$ cat config.mk
export PLATFORM = sky130hd
export DESIGN_NAME = dtc_timer_ctrl
export DESIGN_NICKNAME = d
export VERILOG_FILES = /design/src/common/dtc_pkg.sv /design/src/hdl/dtc_src_sel.sv /design/src/hdl/dtc_timer_ctrl.sv
export SDC_FILE = /design/constraint.sdc
export NUM_CORES = 1
export LEC_CHECK = 0
export ABC_AREA = 1
export CORE_ASPECT_RATIO = 1.5
export CORE_MARGIN = 1
export CORE_UTILIZATION = 39
export CTS_BUF_LIST = sky130_fd_sc_hd__clkbuf_2
export CTS_CLUSTER_DIAMETER = 100
export DETAILED_ROUTE_END_ITERATION = 6
export DONT_BUFFER_PORTS = 1
export HOLD_SLACK_MARGIN = 0.03
export PLACE_DENSITY = 0.61
export SKIP_LAST_GASP = 1
export SLEW_MARGIN = 0
export SYNTH_ARGS = -nofsm -noshare
export SYNTH_HDL_FRONTEND = slang
export SYNTH_SLANG_ARGS = --single-unit
$ cat constraint.sdc
create_clock -name i_clk -period 2.6 [get_ports i_clk]
set_input_delay 0.26 -clock i_clk [delete_from_list [all_inputs] [get_ports i_clk]]
set_output_delay 0.26 -clock i_clk [all_outputs]
set_load 0.03 [all_outputs]
$ cat src/common/dtc_pkg.sv
// dual 8-bit timer control: register map, field layout, codes and helpers
// assumes an 8-bit register port and a single system clock
package dtc_pkg;

	// ==========================================================
	// register map
	localparam logic [7:0] DTC_OFS_FIRST_CTRL  = 8'h1A;
	localparam logic [7:0] DTC_OFS_SECOND_CTRL = 8'h1B;
	localparam logic [7:0] DTC_OFS_FIRST_CMP   = 8'h1C;
	localparam logic [7:0] DTC_OFS_FIRST_PW    = 8'h1D;
	localparam logic [7:0] DTC_OFS_SECOND_CMP  = 8'h1E;
	localparam logic [7:0] DTC_OFS_SECOND_PW   = 8'h1F;
	localparam logic [7:0] DTC_OFS_FIRST_CNT   = 8'h20;
	localparam logic [7:0] DTC_OFS_SECOND_CNT  = 8'h21;

	// ==========================================================
	// field layout and reset values
	localparam int         DTC_FF_BIT     = 7;
	localparam int         DTC_CK_LSB     = 4;
	localparam int         DTC_START_BIT  = 3;
	localparam int         DTC_MODE_LSB   = 0;
	localparam logic [7:0] DTC_CTRL_RST   = 8'h00;
	localparam logic [7:0] DTC_TREG_RST   = 8'h00;
	localparam logic [7:0] DTC_CNT_MAX    = 8'hFF;
	localparam int         DTC_PRE_W      = 11;
	localparam int         DTC_FS_DIV_W   = 3;

	// ==========================================================
	// clock-select codes
	localparam logic [2:0] DTC_CK_DIV11 = 3'h0;
	localparam logic [2:0] DTC_CK_DIV7  = 3'h1;
	localparam logic [2:0] DTC_CK_DIV5  = 3'h2;
	localparam logic [2:0] DTC_CK_DIV3  = 3'h3;
	localparam logic [2:0] DTC_CK_FS    = 3'h4;
	localparam logic [2:0] DTC_CK_DIV1  = 3'h5;
	localparam logic [2:0] DTC_CK_FC    = 3'h6;
	localparam logic [2:0] DTC_CK_RSVD  = 3'h7;

	// ==========================================================
	// mode codes
	localparam logic [2:0] DTC_M1_TIMER8  = 3'h0;
	localparam logic [2:0] DTC_M1_CASCADE = 3'h3;
	localparam logic [2:0] DTC_M2_TIMER8  = 3'h0;
	localparam logic [2:0] DTC_M2_PDO     = 3'h1;
	localparam logic [2:0] DTC_M2_PWM8    = 3'h2;
	localparam logic [2:0] DTC_M2_RSVD    = 3'h3;
	localparam logic [2:0] DTC_M2_TIMER16 = 3'h4;
	localparam logic [2:0] DTC_M2_WARMUP  = 3'h5;
	localparam logic [2:0] DTC_M2_PWM16   = 3'h6;

	typedef logic [7:0] dtc_byte_t;
	typedef enum logic {DTC_STOPPED, DTC_COUNTING} dtc_run_e;

	function automatic logic [2:0] dtc_ck_of(input dtc_byte_t c);
		return c[DTC_CK_LSB +: 3];
	endfunction

	function automatic logic [2:0] dtc_mode_of(input dtc_byte_t c);
		return c[DTC_MODE_LSB +: 3];
	endfunction

	function automatic logic dtc_start_of(input dtc_byte_t c);
		return c[DTC_START_BIT];
	endfunction

endpackage

$ cat src/hdl/dtc_src_sel.sv
// source clock selector for one counter: turns a clock-select code into a
// one-cycle count enable; taps are one-cycle pulses in the system clock domain
`timescale 1ns/1ps
module dtc_src_sel
	import dtc_pkg::*;
(
	// selection
	input  wire logic [2:0] i_code,
	input  wire logic       i_divider_source_option,
	input  wire logic       i_slow_mode,
	input  wire logic       i_warmup_ok,
	// taps
	input  wire logic       i_fc_div11,
	input  wire logic       i_fc_div7,
	input  wire logic       i_fc_div5,
	input  wire logic       i_fc_div3,
	input  wire logic       i_fc_div1,
	input  wire logic       i_fs_tick,
	input  wire logic       i_fs_div3,
	// result
	output logic            o_tick
);

	// ==========================================================
	// selection
	always_comb begin
		o_tick = 1'b0;
		if (i_slow_mode) begin
			// only the slow-capable sources; fc only for warm-up
			case (i_code)
				DTC_CK_DIV11: o_tick = i_fs_div3;
				DTC_CK_FS:    o_tick = i_fs_tick;
				DTC_CK_FC:    o_tick = i_warmup_ok;
				default:      o_tick = 1'b0;
			endcase
		end else begin
			case (i_code)
				DTC_CK_DIV11: o_tick = i_divider_source_option ? i_fs_div3 : i_fc_div11;
				DTC_CK_DIV7:  o_tick = i_fc_div7;
				DTC_CK_DIV5:  o_tick = i_fc_div5;
				DTC_CK_DIV3:  o_tick = i_fc_div3;
				DTC_CK_FS:    o_tick = i_fs_tick;
				DTC_CK_DIV1:  o_tick = i_fc_div1;
				DTC_CK_FC:    o_tick = 1'b1;
				default:      o_tick = 1'b0;
			endcase
		end
	end

endmodule // dtc_src_sel

$ cat src/hdl/dtc_timer_ctrl.sv
// dual 8-bit timer control: registers, source selection, start/stop, cascade
// assumes fc is the system clock and fs arrives as a synchronous one-cycle tick
// Contract
// first clock-select: 000 fc/2^11 or fs/2^3 ... 110 fc, 111 reserved.
// slow/sleep: only codes 000, 100, 110; fc only for warm-up.
// start bit 0 halts and clears the counter; 1 starts counting.
// first mode 000 is 8-bit, 011 is cascade; others reserved.
// cascade needs first mode 011; second mode picks the 16-bit mode.
// cascade: first clock select; second start bit and flip-flop bit govern.
// software keeps first mode, clock select, flip-flop bit while running.
// fields may change with start 0-to-1, not with start 1-to-0.
// software keeps compare registers unchanged while running.
// pulse-width register rewritable while running only in PWM modes.
// each counter: one control, one compare and one pulse-width register.
// second clock-select uses the first counter's encoding.
// second mode codes: timer, divider, PWM8, reserved, timer16, warm-up, PWM16.
// second mode top bit set: second counts first counter overflows.
// a started counter increments once per selected source enable.
//
// Implementation choice: the address-and-strobe port.
`timescale 1ns/1ps
module dtc_timer_ctrl
	import dtc_pkg::*;
(
	// clock and reset
	input  wire logic       i_clk,
	input  wire logic       i_reset,
	// register port
	input  wire logic [7:0] i_addr,
	input  wire logic [7:0] i_wdata,
	input  wire logic       i_wr,
	input  wire logic       i_rd,
	output logic      [7:0] o_rdata,
	// system clock state
	input  wire logic       i_fs_tick,
	input  wire logic       i_divider_source_option,
	input  wire logic       i_slow_mode,
	// timer state
	output logic      [7:0] o_first_count,
	output logic      [7:0] o_second_count,
	output logic            o_first_ff,
	output logic            o_second_ff,
	output logic            o_first_overflow
);

	// ==========================================================
	// state
	dtc_byte_t                first_ctrl_reg, first_ctrl_next;
	dtc_byte_t                second_ctrl_reg, second_ctrl_next;
	dtc_byte_t                first_compare_reg, first_compare_next;
	dtc_byte_t                first_pulse_width_reg, first_pulse_width_next;
	dtc_byte_t                second_compare_reg, second_compare_next;
	dtc_byte_t                second_pulse_width_reg, second_pulse_width_next;
	dtc_byte_t                first_count_reg, first_count_next;
	dtc_byte_t                second_count_reg, second_count_next;
	dtc_byte_t                rdata_reg, rdata_next;
	dtc_run_e                 first_state_reg, first_state_next;
	dtc_run_e                 second_state_reg, second_state_next;
	logic                     first_ff_reg, first_ff_next;
	logic                     second_ff_reg, second_ff_next;
	logic                     ovf_reg, ovf_next;
	logic [DTC_PRE_W-1:0]     pre_reg, pre_next;
	logic [DTC_FS_DIV_W-1:0]  fs_div_reg, fs_div_next;

	logic       cascade, first_go, second_go, warmup_ok, first_ovf;
	logic       first_tick, second_sel_tick, second_tick;
	logic       fs_div3;
	logic [2:0] first_mode, second_mode;

	// ==========================================================
	// prescaler taps
	assign fs_div3 = i_fs_tick && (&fs_div_reg);

	always_comb begin
		pre_next    = pre_reg + 11'h001;
		fs_div_next = i_fs_tick ? fs_div_reg + 3'h1 : fs_div_reg;
	end

	// ==========================================================
	// mode decode
	assign first_mode  = dtc_mode_of(first_ctrl_reg);
	assign second_mode = dtc_mode_of(second_ctrl_reg);
	assign cascade     = (first_mode == DTC_M1_CASCADE);
	// in cascade the lower byte follows the second start bit
	assign first_go    = cascade ? dtc_start_of(second_ctrl_reg)
	                             : (dtc_start_of(first_ctrl_reg) && first_mode == DTC_M1_TIMER8);
	assign second_go   = dtc_start_of(second_ctrl_reg) && second_mode != DTC_M2_RSVD;
	assign warmup_ok   = cascade && second_mode == DTC_M2_WARMUP;
	assign first_ovf   = first_state_reg == DTC_COUNTING && first_tick && first_count_reg == DTC_CNT_MAX;
	// with the second mode top bit set the upper byte ignores its own select and counts lower-byte overflows
	assign second_tick = second_mode[2] ? first_ovf : second_sel_tick;

	dtc_src_sel u_first_sel (
		.i_code                  (dtc_ck_of(first_ctrl_reg)),
		.i_divider_source_option (i_divider_source_option),
		.i_slow_mode             (i_slow_mode),
		.i_warmup_ok             (warmup_ok),
		.i_fc_div11              (&pre_reg[10:0]),
		.i_fc_div7               (&pre_reg[6:0]),
		.i_fc_div5               (&pre_reg[4:0]),
		.i_fc_div3               (&pre_reg[2:0]),
		.i_fc_div1               (pre_reg[0]),
		.i_fs_tick               (i_fs_tick),
		.i_fs_div3               (fs_div3),
		.o_tick                  (first_tick)
	);

	dtc_src_sel u_second_sel (
		.i_code                  (dtc_ck_of(second_ctrl_reg)),
		.i_divider_source_option (i_divider_source_option),
		.i_slow_mode             (i_slow_mode),
		.i_warmup_ok             (1'b0),
		.i_fc_div11              (&pre_reg[10:0]),
		.i_fc_div7               (&pre_reg[6:0]),
		.i_fc_div5               (&pre_reg[4:0]),
		.i_fc_div3               (&pre_reg[2:0]),
		.i_fc_div1               (pre_reg[0]),
		.i_fs_tick               (i_fs_tick),
		.i_fs_div3               (fs_div3),
		.o_tick                  (second_sel_tick)
	);

	// ==========================================================
	// register writes
	always_comb begin
		first_ctrl_next         = first_ctrl_reg;
		second_ctrl_next        = second_ctrl_reg;
		first_compare_next      = first_compare_reg;
		first_pulse_width_next  = first_pulse_width_reg;
		second_compare_next     = second_compare_reg;
		second_pulse_width_next = second_pulse_width_reg;
		if (i_wr) begin
			case (i_addr)
				DTC_OFS_FIRST_CTRL: begin
					// while running only the start bit moves, so a stop keeps the setup
					if (first_state_reg == DTC_COUNTING)
						first_ctrl_next[DTC_START_BIT] = i_wdata[DTC_START_BIT];
					else
						first_ctrl_next = i_wdata;
				end
				DTC_OFS_SECOND_CTRL: begin
					if (dtc_start_of(second_ctrl_reg))
						second_ctrl_next[DTC_START_BIT] = i_wdata[DTC_START_BIT];
					else
						second_ctrl_next = i_wdata;
				end
				DTC_OFS_FIRST_CMP: begin
					if (first_state_reg == DTC_STOPPED)
						first_compare_next = i_wdata;
				end
				DTC_OFS_SECOND_CMP: begin
					if (second_state_reg == DTC_STOPPED)
						second_compare_next = i_wdata;
				end
				DTC_OFS_FIRST_PW: begin
					if (first_state_reg == DTC_STOPPED || (!cascade && second_mode == DTC_M2_PWM8) ||
					    (cascade && second_mode == DTC_M2_PWM16))
						first_pulse_width_next = i_wdata;
				end
				DTC_OFS_SECOND_PW: begin
					if (second_state_reg == DTC_STOPPED || second_mode == DTC_M2_PWM8 ||
					    second_mode == DTC_M2_PWM16)
						second_pulse_width_next = i_wdata;
				end
				default: begin
				end
			endcase
		end
	end

	// ==========================================================
	// counters and flip-flops
	always_comb begin
		first_state_next  = first_go ? DTC_COUNTING : DTC_STOPPED;
		second_state_next = second_go ? DTC_COUNTING : DTC_STOPPED;
		first_count_next  = first_count_reg;
		second_count_next = second_count_reg;
		first_ff_next     = first_ff_reg;
		second_ff_next    = second_ff_reg;
		ovf_next          = first_ovf;
		if (!first_go)
			first_count_next = 8'h00;
		else if (first_state_reg == DTC_COUNTING && first_tick)
			first_count_next = first_count_reg + 8'h01;
		if (!second_go)
			second_count_next = 8'h00;
		else if (second_state_reg == DTC_COUNTING && second_tick)
			second_count_next = second_count_reg + 8'h01;
		// initial level loads only while stopped; the flip-flop keeps its value while counting
		if (first_state_reg == DTC_STOPPED)
			first_ff_next = cascade ? second_ctrl_reg[DTC_FF_BIT] : first_ctrl_reg[DTC_FF_BIT];
		if (second_state_reg == DTC_STOPPED)
			second_ff_next = second_ctrl_reg[DTC_FF_BIT];
	end

	// ==========================================================
	// read port
	always_comb begin
		rdata_next = 8'h00;
		if (i_rd) begin
			case (i_addr)
				DTC_OFS_FIRST_CTRL:  rdata_next = first_ctrl_reg;
				DTC_OFS_SECOND_CTRL: rdata_next = second_ctrl_reg;
				DTC_OFS_FIRST_CMP:   rdata_next = first_compare_reg;
				DTC_OFS_FIRST_PW:    rdata_next = first_pulse_width_reg;
				DTC_OFS_SECOND_CMP:  rdata_next = second_compare_reg;
				DTC_OFS_SECOND_PW:   rdata_next = second_pulse_width_reg;
				DTC_OFS_FIRST_CNT:   rdata_next = first_count_reg;
				DTC_OFS_SECOND_CNT:  rdata_next = second_count_reg;
				default:             rdata_next = 8'h00;
			endcase
		end
	end

	always_ff @(posedge i_clk) begin
		if (i_reset) begin
			first_ctrl_reg         <= DTC_CTRL_RST;
			second_ctrl_reg        <= DTC_CTRL_RST;
			first_compare_reg      <= DTC_TREG_RST;
			first_pulse_width_reg  <= DTC_TREG_RST;
			second_compare_reg     <= DTC_TREG_RST;
			second_pulse_width_reg <= DTC_TREG_RST;
			first_count_reg        <= 8'h00;
			second_count_reg       <= 8'h00;
			rdata_reg              <= 8'h00;
			first_state_reg        <= DTC_STOPPED;
			second_state_reg       <= DTC_STOPPED;
			first_ff_reg           <= 1'b0;
			second_ff_reg          <= 1'b0;
			ovf_reg                <= 1'b0;
			pre_reg                <= '0;
			fs_div_reg             <= '0;
		end else begin
			first_ctrl_reg         <= first_ctrl_next;
			second_ctrl_reg        <= second_ctrl_next;
			first_compare_reg      <= first_compare_next;
			first_pulse_width_reg  <= first_pulse_width_next;
			second_compare_reg     <= second_compare_next;
			second_pulse_width_reg <= second_pulse_width_next;
			first_count_reg        <= first_count_next;
			second_count_reg       <= second_count_next;
			rdata_reg              <= rdata_next;
			first_state_reg        <= first_state_next;
			second_state_reg       <= second_state_next;
			first_ff_reg           <= first_ff_next;
			second_ff_reg          <= second_ff_next;
			ovf_reg                <= ovf_next;
			pre_reg                <= pre_next;
			fs_div_reg             <= fs_div_next;
		end
	end

	assign o_rdata          = rdata_reg;
	assign o_first_count    = first_count_reg;
	assign o_second_count   = second_count_reg;
	assign o_first_ff       = first_ff_reg;
	assign o_second_ff      = second_ff_reg;
	assign o_first_overflow = ovf_reg;
endmodule // dtc_timer_ctrl

# ---- Word-level counts from Yosys, hierarchy flattened
# Cells that the tools add are included.
dict set report word_totals {
  regBits 91
  latch_bits 0
  ramBits 0
  rom_bits 0
  inputBits 23
  out_inout_bits 27
  elab_cells 100
  n_memories 0
}
dict set report classes {
  n_addsub 4
  mul 0
  div 0
  order_cmp 0
  eq_ne 26
  n_shift 0
  muxes 13
  n_bitwise 6
  n_reduce_logical 33
}
# operator count
set op_table {}
lappend op_table {{one-hot mux 8 bit (8 select lines)} 1}
lappend op_table {{== test 8 x 5 -> 1 bit, second input constant} 6}
lappend op_table {{== test 3 bit, second input constant} 8}
lappend op_table {{AND reduction 3 bit} 8}
lappend op_table {{== test 3 x 2 -> 1 bit, second input constant} 6}
lappend op_table {{adder 8 x 1 -> 8 bit, second input constant} 2}
lappend op_table {{== test 8 x 6 -> 1 bit, second input constant} 2}
lappend op_table {{one-hot mux 1 bit (7 select lines)} 2}
lappend op_table {{adder 11 x 1 -> 11 bit, second input constant} 1}
lappend op_table {{AND reduction 11 bit} 1}
lappend op_table {{logical AND 1 bit} 9}
lappend op_table {{logical NOT 3 bit} 3}
lappend op_table {{== test 8 bit, second input constant} 1}
lappend op_table {{2-to-1 mux 1 bit} 8}
lappend op_table {{AND reduction 7 bit} 1}
lappend op_table {{== test 3 x 1 -> 1 bit, second input constant} 2}
lappend op_table {{inverter 1 bit} 6}
lappend op_table {{OR reduction 2 bit} 3}
lappend op_table {{AND reduction 5 bit} 1}
lappend op_table {{logical OR 1 bit} 4}
lappend op_table {{AND reduction 2 bit} 2}
lappend op_table {{adder 3 x 1 -> 3 bit, second input constant} 1}
lappend op_table {{!= test 3 x 2 -> 1 bit, second input constant} 1}
lappend op_table {{one-hot mux 1 bit (3 select lines)} 1}
lappend op_table {{2 further kinds} 2}

# ---- Logic depth before layout (Yosys ltp)
# Gate-level depths: netlist of the first run.
dict set report logic_depth {
  ltp_word 9
  depth_mapped 16
  mapped_depth_nobuf 15
}

# ---- Hierarchy
# Synthesis of the first run repeated with hierarchy kept, for this count alone.
dict set report hier_totals {
  hier_cells 723
  hier_area_um2 4782.1
}
# mod n_inst cells_per_inst area_per_inst_um2 seq_area_each_um2
set modules_own_cells {}
lappend modules_own_cells {dtc_timer_ctrl 1 663 4516.8 1821.7}
lappend modules_own_cells {dtc_src_sel 2 30 132.6 0.0}

# ---- Worst setup path after synthesis of the first run
# OpenSTA, ideal clock, no wires.
dict set report synth_path {
  path_kind {flip-flop to flip-flop}
  start {reg first_count_reg[1], in the netlist o_first_count[1]}
  end {reg second_count_reg[5], in the netlist o_second_count[5]}
  setup_ns 0.064
  t_arrival_ns 1.674
  required_ns 2.536
  setup_slack_ns 0.861
  stages_incl_launch_ff 11
  path_buffers 1
  period_less_slack_ns 1.739
  cell_sequence {dfxtp_1 -> ha_1 -> nand3_1 -> nor4_1 -> nand3_2 -> nand2_4 -> nand3_4 -> buf_6 -> nand2_1 -> nand2_1 -> nor2_1}
}
dict set report synth_between {
  elab_chain_cells 4
}
# element line
set synth_rtl {}
lappend synth_rtl {{start: declaration} dtc_timer_ctrl.sv:54} ;# dtc_byte_t first_count_reg, first_count_next;
lappend synth_rtl {{start signal: assignment} dtc_timer_ctrl.sv:240} ;# first_count_reg <= first_count_next;
lappend synth_rtl {{== test 8 bit} dtc_timer_ctrl.sv:89} ;# assign first_ovf = first_state_reg == DTC_COUNTING && first_tick && first_count_reg == DTC_CNT_MAX;
lappend synth_rtl {{logical AND 1 bit} dtc_timer_ctrl.sv:89}
lappend synth_rtl {{2-to-1 mux 1 bit} dtc_timer_ctrl.sv:91} ;# assign second_tick = second_mode[2] ? first_ovf : second_sel_tick;
lappend synth_rtl {{logical AND 1 bit} dtc_timer_ctrl.sv:187} ;# else if (second_state_reg == DTC_COUNTING && second_tick)
lappend synth_rtl {{end signal: assignment} dtc_timer_ctrl.sv:241} ;# second_count_reg <= second_count_next;
lappend synth_rtl {{end: declaration} dtc_timer_ctrl.sv:55} ;# dtc_byte_t second_count_reg, second_count_next;
# Every way passes these cells.
# A chain may end at the register's enable or synchronous reset.

# ---- Final worst setup path of the first run
dict set report layout_path {
  start {in i_addr[3]}
  end {reg first_pulse_width_reg[1]}
}
dict set report layout_between {
  elab_chain_cells 2
}
# element line
set layout_rtl {}
lappend layout_rtl {{start: declaration} dtc_timer_ctrl.sv:29} ;# input wire logic [7:0] i_addr,
lappend layout_rtl {{== test 8 x 5 -> 1 bit} dtc_timer_ctrl.sv:133} ;# case (i_addr)
lappend layout_rtl {{AND reduction 3 bit (no line)} -}
lappend layout_rtl {{end signal: assignment} dtc_timer_ctrl.sv:237} ;# first_pulse_width_reg <= first_pulse_width_next;
lappend layout_rtl {{end: declaration} dtc_timer_ctrl.sv:51} ;# dtc_byte_t first_pulse_width_reg, first_pulse_width_next;
# Every way passes these cells.

==> results of run 1 <==
power groups by stage:
stage / logic [mW] / registers [mW] / clock network (mW)
after floorplan: 0.0644 / 1.44 / 0
after global placement: 0.0725 / 1.44 / 0
after detailed placement: 0.0740 / 1.44 / 0
after CTS: 0.107 / 1.42 / 0.790
after global routing: 0.120 / 1.42 / 0.834
final: 0.107 / 1.42 / 0.777
per-stage QoR:
| stage | utilization | hold slack (ns) | cells | setup WS, ns |
|---|---|---|---|---|
| 2_1_floorplan | - | 0.4014 | 577 | 0.8612 |
| 3_3_place_gp | 0.4162 | 0.3408 | 711 | 0.6868 |
| 3_5_place_dp | 0.4162 | 0.3430 | 711 | 0.6264 |
| 4_1_cts | 0.4416 | 0.04791 | 740 | 0.5478 |
| 5_1_grt | 0.4418 | 0.1042 | 741 | 0.2817 |
| 6_report | 0.4418 | 0.07857 | 741 | 0.5190 |
repair_timing:
item / CTS / global route
endpoints found under the hold margin: 68 / 0
setup endpoints to repair: 0 / 0
gates resized for setup: 0 / 0
hold buffers: 15 / 0
cell type report:
type                       count  area (µm²)  share of cell area
clock buffer                  11       55.05             0.01170
timing repair buffer          20       187.7             0.03989
tap                          144       180.2             0.03830
clock inverter                 3       65.06             0.01383
multi-input combinational    393        2100              0.4463
inverter                      78       292.8             0.06223
sequential                    91        1822              0.3872
antenna                        1       2.502           0.0005319
layer usage:
layer,track usage,wire length [µm]
met1,0.2420,4682
met2,0.3929,6025
met3,0.04020,428
met4,0.1244,520
met5,0,0
worst min-delay path by stage:
stage,startpoint,to,cells past startpoint
floorplan,i_wdata[4],first_pulse_width_reg[4]$_SDFFE_PP0P_,2
global placement,i_reset,fs_div_reg[0]$_SDFFE_PP0P_,1
detailed placement,i_reset,fs_div_reg[0]$_SDFFE_PP0P_,1
CTS,i_addr[0],o_rdata[3]$_SDFF_PP0_,4
global route,i_addr[0],o_rdata[3]$_SDFF_PP0_,4
finish,i_reset,pre_reg[7]$_SDFF_PP0_,3
cells in the mapped netlist, drive strengths merged:
master / instances / area [µm²]
nand2: 94 / 372.9
dfxtp: 91 / 1822
inv: 75 / 281.5
nor2: 73 / 312.8
a21oi: 56 / 280.3
o21ai: 55 / 275.3
nand3: 28 / 197.7
nor3: 19 / 111.4
o22ai: 12 / 75.07
a211oi: 9 / 77.57
a221oi: 8 / 70.07
buf: 8 / 55.05
clkbuf: 7 / 26.28
xor2: 7 / 61.31
ha: 6 / 75.07
nand4: 6 / 37.54
nor4: 5 / 31.28
a31oi: 3 / 18.77
clkinv: 3 / 11.26
o2111ai: 3 / 26.28
o211ai: 2 / 20.02
a22oi: 1 / 7.510
nor3b: 1 / 7.510
o21a: 1 / 7.510
o21bai: 1 / 7.510
o221a: 1 / 11.26
or2: 1 / 6.260
xnor2: 1 / 8.760
logic make-up after synthesis:
| logic type | count (synthesis) | share of synthesized area |
|---|---|---|
| and+or+nand+nor | 227 | 0.2508 |
| AOI/OAI and AO/OA | 152 | 0.2042 |
| buffers and inverters | 93 | 0.08710 |
| DFF | 91 | 0.4241 |
| xor gates and xnor gates | 8 | 0.01631 |
| adders and majority gates | 6 | 0.01748 |
critical path, delay by kind of cell:
family	cells	cell delay [ns]
AO/OA/AOI/OAI	1	0.18
buffers and inverters	3	1.30
AND/OR/NAND/NOR	4	0.83
==> impl_metrics.csv, run 1 <==
group,metric,value,unit
cells_and_area,final_common_cell,"dfxtp_1",
synthesis,ys_types,43,
power,p_int,1.760,mW
timing,period_minus_slack,2.081,ns
critical_path,reg2reg_from,"o_first_count[0]$_SDFFE_PP0P_",
timing,setup_viol,0,
synthesis,synthCells,577,
power,power_frac_comb,0.047,
cells_and_area,largest_register_ff_count,11,
cells_and_area,nets,622,
critical_path,path_cells,"dlygate4sd3_1 > nand3_4 > dlygate4sd3_1 > nor2_8 > inv_2 > nor3_4 > nor2_1 > a211oi_1",
synthesis,syn_area_per_cell,7.444,µm²
timing,worst-slew-pin-transition,0.9623,ns
timing,relSlewSlack,0.3564,
cells_and_area,fillerInstances,1108,
detailed_routing,drc,0,
power,p_sw,539.4,µW
critical_path,crit_path_frequent_cell,"dlygate4sd3_1",
worst_hold_path,hp-class,"primary input to flip-flop",
critical_path,rr_worst_depth,9,
critical_path,crit_type,"primary input to flip-flop",
grt,grt_max_degree,34,
power,total_power,2.299,mW
placement,place_congestion,0.9429,
clock_tree,htree_num_levels,3,
placement,placed_cell_area,4432,µm²
critical_path,critPathLaunchType,"primary input",
floorplan,die-height,130.5,µm
detailed_routing,drt-initial-drc-count,233,
clock_tree,cts.sinks,91,
timing,totalNegativeSetupSlack,0,ns
critical_path,worst_ep_arrival_time,2.57,ns
detailed_routing,avgViaCountPerCell,5.304,
detailed_routing,dr.pass1.iters,5,
critical_path,endpoint,"first_pulse_width_reg[1]$_SDFFE_PP0P_",
clock_tree,cts_tree,"done",
timing,hold_viol_final,0,
synthesis,syn_area,4295,µm²
cells_and_area,area_growth,9.525,%
critical_path,r2r_end,"o_second_count[7]$_SDFFE_PP0P_",
floorplan,row_count,46,
clock_tree,cts.clk_slew.worst_paths,0.22,ns
floorplan,ioPinCount,50,
power,p_sw_frac,0.2346,
critical_path,cpPeakStageDelay,0.64,ns
critical_path,cp_max_fo,13,
timing,max_freq,480.5,MHz
cells_and_area,fin_area,4705,µm²
run,maxCapViolCount,0,
power,p_clk_frac,0.338,
grt,grt_pass1_vias,3897,
grt,track_usage,0.2198,
detailed_routing,vias,3930,
power,p_seq_frac,0.616,
timing,fin_skew,0.02231,ns
timing,timing.final.crit_share,0.8004,
clock_tree,cts_root_buffer,"clkbuf_2",
power,leakage,1.709,nW
floorplan,start_util,0.4034,
grt,overflow,0,
timing,rsz0062_at_grt,"no",
clock_tree,cts_buffer_depth,2,
synthesis,yosysSeqAreaShare,0.4241,
floorplan,core,10650,µm²
grt,grt_pass1_wl,18970,µm
detailed_routing,avgRoutedWirePerCell,15.73,µm
clock_tree,clk_latency,0.57,ns
synthesis,syn_nets,606,
cells_and_area,drive_above_1_share,0.08389,
critical_path,critPathLaunch,"i_addr[3]",
cells_and_area,final_cell_mix,"91 x dfxtp_1, 88 x nand2_1, 70 x inv_1",
synthesis,synth-seq-cells,91,
power,powerDensity,488.8,nW/µm²
grt,antenna_found_initial,1,
placement,portBuffers,0,
clock_tree,cts_buffers,9,
critical_path,critPathCaptureType,"flip-flop",
detailed_routing,postRouteAntennaNets,0,
critical_path,cp.required,3.09,ns
synthesis,yosysWarnings,0,
floorplan,die_w,87.69,µm
status,status,"complete, no violations",
timing,slew_violations,0,
clock_tree,cts_setup_buffers,0,
critical_path,r2r_slack,0.56,ns
critical_path,slowest_stage,"dlygate4sd3_1",
detailed_routing,drt-total-wl,11660,µm
floorplan,dieArea,11450,µm²
power,vdd_ir_drop_max,270.8,µV
placement,place_hpwl,8728,µm
Note: power is estimated with default switching activity, not from simulation.
==> run 2: changes to the inputs <==
--- a/config.mk
+++ b/config.mk
@@ -14,7 +14,7 @@
 export DETAILED_ROUTE_END_ITERATION = 6
 export DONT_BUFFER_PORTS = 1
 export HOLD_SLACK_MARGIN = 0.03
-export PLACE_DENSITY = 0.61
+export PLACE_DENSITY = 0.63
 export SKIP_LAST_GASP = 1
 export SLEW_MARGIN = 0
 export SYNTH_ARGS = -nofsm -noshare
==> constraint.sdc (replaced) <==
create_clock -name i_clk -period 1.8 [get_ports i_clk]
set_input_delay 0.18 -clock i_clk [delete_from_list [all_inputs] [get_ports i_clk]]
set_output_delay 0.18 -clock i_clk [all_outputs]
set_load 0.03 [all_outputs]
==> impl_metrics.csv, run 2 (synthesized netlist as in run 1, its figures left out) <==
group,metric,value,unit
grt,track_usage,0.2297,
critical_path,path_delay_family,"simple AND/OR/NAND/NOR gates",
floorplan,die-height,130.5,µm
detailed_routing,vias,4236,
placement,place_hpwl,9107,µm
timing,worst-slew-pin-transition,0.8731,ns
floorplan,die_w,87.69,µm
placement,place_congestion,0.9010,
grt,grt_pass1_vias,4066,
detailed_routing,postRouteAntennaNets,0,
critical_path,critPathLaunchType,"flip-flop",
critical_path,rr_worst_depth,11,
detailed_routing,drt-total-wl,12680,µm
timing,max_freq,557.5,MHz
grt,antenna_found_initial,0,
grt,grt_pass1_wl,19950,µm
power,p_clk_frac,0.335,
power,p_int,2.581,mW
detailed_routing,avgViaCountPerCell,5.302,
placement,portBuffers,0,
worst_hold_path,hp-class,"primary input to flip-flop",
grt,grt_max_degree,24,
power,vdd_ir_drop_max,512.2,µV
critical_path,critPathBufInv,0,
cells_and_area,drive_above_1_share,0.1896,
timing,hold_ws,0.08027,ns
critical_path,cpPeakStageDelay,0.39,ns
clock_tree,clk_latency,0.56,ns
critical_path,critPathCaptureType,"flip-flop",
detailed_routing,avgRoutedWirePerCell,15.87,µm
clock_tree,cts_buffers,9,
cells_and_area,final_cell_mix,"85 x dfxtp_1, 82 x nand2_1, 70 x inv_1",
floorplan,dieArea,11450,µm²
worst_hold_path,holdPathStages,6,
power,p_seq_frac,0.604,
floorplan,ioPinCount,50,
timing,period_minus_slack,1.794,ns
grt,overflow,0,
critical_path,worst_ep_arrival_time,2.30,ns
floorplan,row_count,46,
clock_tree,cts.sinks,91,
power,powerDensity,635.4,nW/µm²
status,status,"complete, no violations",
power,leakage,2.031,nW
critical_path,path_cells,"ha_4 > ha_2 > o21ai_0 > nor2_1 > nand2_1 > nand3_1 > nand2_2 > nand2_4 > nand3_4 > nand2_1 > a21oi_2",
critical_path,slowest_stage,"dfxtp_2",
clock_tree,htree_num_levels,3,
clock_tree,cts_root_buffer,"clkbuf_2",
timing,rsz0062_at_grt,"yes",
clock_tree,cts_tree,"done",
timing,hold_viol_final,0,
timing,slew_violations,0,
cells_and_area,final_common_cell,"dfxtp_1",
critical_path,crit_type,"flip-flop to flip-flop",
detailed_routing,drc,0,
clock_tree,cts_buffer_depth,2,
detailed_routing,drt-initial-drc-count,212,
timing,relSlewSlack,0.4160,
critical_path,cp_max_fo,6,
critical_path,worstSetupPathDepth,11,
critical_path,cp.required,2.31,ns
power,p_sw_frac,0.2397,
timing,fin_skew,0.03592,ns
power,p_sw,813.9,µW
timing,totalNegativeSetupSlack,0,ns
run,maxCapViolCount,0,
timing,setup_viol,0,
cells_and_area,nets,678,
cells_and_area,largest_register_ff_count,11,
power,power_frac_comb,0.062,
critical_path,crit_path_frequent_cell,"nand2_1",
floorplan,start_util,0.4034,
detailed_routing,dr.pass1.iters,5,
cells_and_area,area_growth,24.41,%
timing,timing.final.crit_share,0.9966,
clock_tree,cts.clk_slew.worst_paths,0.24,ns
critical_path,r2r_slack,0.006,ns
floorplan,core,10650,µm²
-- run 2: cell count changes in the layout (fill, tap and decap cells not counted), sizes merged --
| cell | before | now |
|---|---|---|
| clkinv | 4 | 6 |
| buf | 5 | 49 |
| nand3 | 28 | 29 |
| clkinvlp | 0 | 1 |
| dlygate4sd3 | 15 | 26 |
| clkbuf | 11 | 10 |
-- run 2: per-stage QoR --
stage	worst slack [ns]	util	std cells	instance area, µm²	total power, mW
after floorplan	0.06123	-	577	4295	2.174
after global placement	0.03122	0.4414	745	4700	2.196
after detailed placement	-0.007204	0.4414	745	4700	2.200
after CTS	-0.009233	0.4835	789	5149	3.408
after global routing	-0.09689	0.5016	798	5341	3.516
final	0.006181	0.5019	799	5344	3.395
-- run 2: tightest hold or removal path: stages --
cell and delay (ns):
nand3_1 0.07, inv_2 0.07, nand3_4 0.09, nor2_8 0.06
nand2_1 0.05, a21oi_1 0.07
-- run 2: cell type report --
type / instances / area [µm²]
fill: 1069 / 5304
antenna: 1 / 2.502
inverter: 78 / 295.3
clock buffer: 10 / 50.05
multi-input combinational: 394 / 2266
clock inverter: 6 / 80.08
sequential: 91 / 1829
timing repair buffer: 75 / 640.6
tap: 144 / 180.2
-- run 2: final timing paths --
kind | startpoint | to
hold / removal | i_addr[4] | o_rdata[3]$_SDFF_PP0_
hold reg to reg | second_pulse_width_reg[6]$_SDFFE_PP0P_ | second_pulse_width_reg[6]$_SDFFE_PP0P_
setup / recovery | pre_reg[1]$_SDFF_PP0_ | o_second_count[4]$_SDFFE_PP0P_
setup reg to reg | pre_reg[1]$_SDFF_PP0_ | o_second_count[4]$_SDFFE_PP0P_
-- run 2: what timing repair did --
item | 4_1_cts | 5_1_grt
hold endpoints to repair | 75 | 0
pin swaps | 1 | 11
hold buffers | 26 | 0
cloned | 1 | 0
resized for setup | 10 | 31
buffers inserted | 1 | 9
setup endpoints to repair | 12 | 16
-- run 2: metal layers --
layer | vias to the layer above | global-route usage | wire length (µm)
met5 | - | 0 | 0
met4 | 0 | 0.1292 | 532
li1 | 2094 | - | -
met3 | 31 | 0.03957 | 637
met1 | 1982 | 0.2535 | 4832
met2 | 129 | 0.4118 | 6678
-- run 2: power groups by stage --
| stage | clock, mW | combinational (mW) | sequential [mW] |
|---|---|---|---|
| 3_5_place_dp | 0 | 0.118 | 2.08 |
| 6_report | 1.14 | 0.209 | 2.05 |
| 3_3_place_gp | 0 | 0.115 | 2.08 |
| 4_1_cts | 1.17 | 0.194 | 2.05 |
| 5_1_grt | 1.23 | 0.231 | 2.05 |
| 2_1_floorplan | 0 | 0.0930 | 2.08 |
==> run 3: changes to the inputs <==
--- a/config.mk
+++ b/config.mk
@@ -19,4 +19,5 @@
 export SLEW_MARGIN = 0
 export SYNTH_ARGS = -nofsm -noshare
 export SYNTH_HDL_FRONTEND = slang
+export SYNTH_HIERARCHICAL = 1
 export SYNTH_SLANG_ARGS = --single-unit
==> impl_metrics.csv, run 3 <==
group,metric,value,unit
synthesis,syn_area_per_cell,6.614,µm²
detailed_routing,drt-total-wl,14170,µm
cells_and_area,fin_util,0.4899,
timing,rsz0062_at_grt,"yes",
synthesis,synth-seq-cells,91,
timing,timing.final.crit_share,1.454,
cells_and_area,nets,837,
timing,relSlewSlack,0.2759,
placement,place_hpwl,10010,µm
power,leakage,2.629,nW
clock_tree,cts_buffer_depth,2,
synthesis,synth_xor_area_frac,0.003663,
synthesis,ys_types,34,
synthesis,async_flop_share,0,
cells_and_area,fillerInstances,1225,
synthesis,synth.most_common_cell,"nand2_1",
grt,grt_max_degree,29,
synthesis,synth_top_family_by_area,"simple AND/OR/NAND/NOR gates",
synthesis,synthSimpleGateAreaFrac,0.4178,
status,violations,"design-rule violations, negative setup slack",
timing,worst-slew-pin-transition,1.086,ns
worst_hold_path,hp-class,"primary input to flip-flop",
synthesis,yosysSeqAreaShare,0.3810,
clock_tree,clk_latency,0.59,ns
synthesis,synthAdderAreaFrac,0.01832,
detailed_routing,postRouteAntennaNets,0,
critical_path,worst_ep_arrival_time,3.15,ns
floorplan,die-height,137.6,µm
clock_tree,htree_num_levels,3,
placement,portBuffers,0,
synthesis,yosysWarnings,6,
clock_tree,cts.clk_slew.worst_paths,0.26,ns
synthesis,netlist.area_leader.share,0.3810,
cells_and_area,final_common_cell,"nand2_1",
critical_path,critPathLaunchType,"flip-flop",
floorplan,row_count,49,
floorplan,ioPinCount,50,
synthesis,ys.flop_type,"dfxtp_1",
critical_path,cp_max_fo,6,
status,status,"finished, violations left",
floorplan,dieArea,12720,µm²
timing,period_minus_slack,2.617,ns
detailed_routing,avgRoutedWirePerCell,14.64,µm
power,total_power,3.138,mW
floorplan,core,11960,µm²
run,maxCapViolCount,0,
power,powerDensity,535.8,nW/µm²
timing,setup_viol,18,
timing,fin_ws,-0.8174,ns
clock_tree,cts.sinks,91,
synthesis,synth.area.top_cells,"dfxtp_1 38%, nand2_1 14%, nand3_1 11%, nor2_1 8.7%, inv_1 6.6%",
clock_tree,cts_root_buffer,"clkbuf_2",
detailed_routing,drc,1,
timing,slew_violations,0,
synthesis,syn_nets,753,
synthesis,yosysTopAreaCell,"dfxtp_1",
synthesis,synth-compound-area-share,0.08346,
critical_path,critPathCaptureType,"flip-flop",
detailed_routing,avgViaCountPerCell,5.152,
grt,overflow,0,
synthesis,synthMuxAreaShare,0,
timing,totalNegativeSetupSlack,-12.31,ns
synthesis,synthCells,723,
clock_tree,cts_buffers,9,
cells_and_area,largest_register_ff_count,11,
cells_and_area,drive_above_1_share,0.1798,
detailed_routing,drt-initial-drc-count,332,
critical_path,crit_type,"flip-flop to flip-flop",
synthesis,yosys-top-cells-count,"173 x nand2_1, 111 x nor2_1, 105 x nand3_1",
synthesis,synth_edf_count,0,
grt,antenna_found_initial,1,
timing,max_freq,382.1,MHz
grt,grt_pass1_wl,21960,µm
timing,fin_skew,0.04865,ns
cells_and_area,area_growth,22.48,%
floorplan,die_w,92.41,µm
floorplan,start_util,0.4000,
placement,place_congestion,0.8808,
timing,hold_ws,0.07920,ns
timing,hold_viol_final,0,
clock_tree,cts_tree,"done",
grt,track_usage,0.2238,
detailed_routing,vias,4987,
critical_path,cp.required,2.33,ns
synthesis,syn_area,4782,µm²
grt,grt_pass1_vias,4620,
detailed_routing,dr.pass1.iters,7,
cells_and_area,final_cell_mix,"165 x nand2_1, 107 x nor2_1, 99 x nand3_1",
power,vdd_ir_drop_max,267.5,µV
[run 3: cell types whose count changed in the layout (fill, tap and decap cells not counted), moves of 12 or more]
cell / change
nand2_1: +83
o22ai_1: -12
nor2_1: +44
nand3_1: +78
nor3_1: -13
buf_4: +20
inv_1: +12
o21ai_0: -35
[run 3: timing repair]
item,in CTS,in global routing
setup buffers,13,5
pin swaps,4,12
setup endpoints to repair,17,55
hold buffers,19,0
resized for setup,11,24
endpoints found under the hold margin,76,0
[run 3: power by group]
group	leakage [nW]	switching (mW)	internal (mW)	total [mW]
Clock	0.0580	0.701	0.164	0.865
Sequential	0.735	0.0107	2.04	2.05
Combinational	1.84	0.148	0.0793	0.227
Total	2.63	0.859	2.28	3.14
[run 3: layout make-up]
class                   instances  area, µm²  area share
well taps                     153      191.4     0.03269
clock inverters                 7      35.03    0.005982
flip-flops and latches         91       1827      0.3119
multi-input cells             525       2648      0.4520
repair buffers                 92      768.2      0.1312
inverters                      88      335.3     0.05725
diodes                          3      7.507    0.001282
clock buffers                   9      45.04    0.007691
[run 3: cell families after synthesis]
family,after synthesis
AOI/OAI and AO/OA,77
xor gates and xnor gates,2
adders and majority gates,7
buffers and inverters,107
DFF,91
other,1
and+or+nand+nor,438
[run 3: through the flow]
stage	instance area, µm²	setup WS, ns	std cells
floorplan	4823	-0.5214	723
global placement	5308	-0.6614	913
detailed placement	5308	-0.7015	913
CTS	5698	-0.6145	960
global route	5852	-1.048	966
finish	5857	-0.8174	968
[run 3: final timing paths]
| check | from | endpoint | slack, ns | cells past startpoint |
|---|---|---|---|---|
| setup / recovery | pre_reg[0]$_SDFF_PP0_ | o_second_count[6]$_SDFFE_PP0P_ | -0.82 | 23 |
| hold reg to reg | second_pulse_width_reg[0]$_SDFFE_PP0P_ | second_pulse_width_reg[0]$_SDFFE_PP0P_ | 0.49 | 2 |
| setup reg to reg | pre_reg[0]$_SDFF_PP0_ | o_second_count[6]$_SDFFE_PP0P_ | -0.82 | 23 |
| hold / removal | i_addr[3] | second_pulse_width_reg[1]$_SDFFE_PP0P_ | 0.08 | 6 |
[run 3: layer usage]
metal  vias to the layer above  share of wire  global-route usage
met5                         -              0                   0
met4                         0          0.043              0.1276
met3                        42          0.042             0.03918
met2                       142           0.52              0.4021
met1                      2310           0.40              0.2460
li1                       2493              -                   -
[run 3: worst max-delay path, stage by stage, from the launching register on]
cell,delay (ns)
dfxtp_4,0.41
ha_4,0.14
nand3_4,0.09
nor2_4,0.10
nand2_2,0.08
nor2_4,0.13
nand2_2,0.09
nor3_4,0.22
inv_1,0.06
nor2_1,0.10
nor2_1,0.05
nor2_1,0.09
nor2_1,0.06
nand2_1,0.06
nand2_1,0.06
nand2_2,0.08
nand3_4,0.09
nor2_4,0.15
nand3_2,0.10
nand2_4,0.11
buf_6,0.12
nand3_1,0.07
nand2_1,0.08
nor2_1,0.04
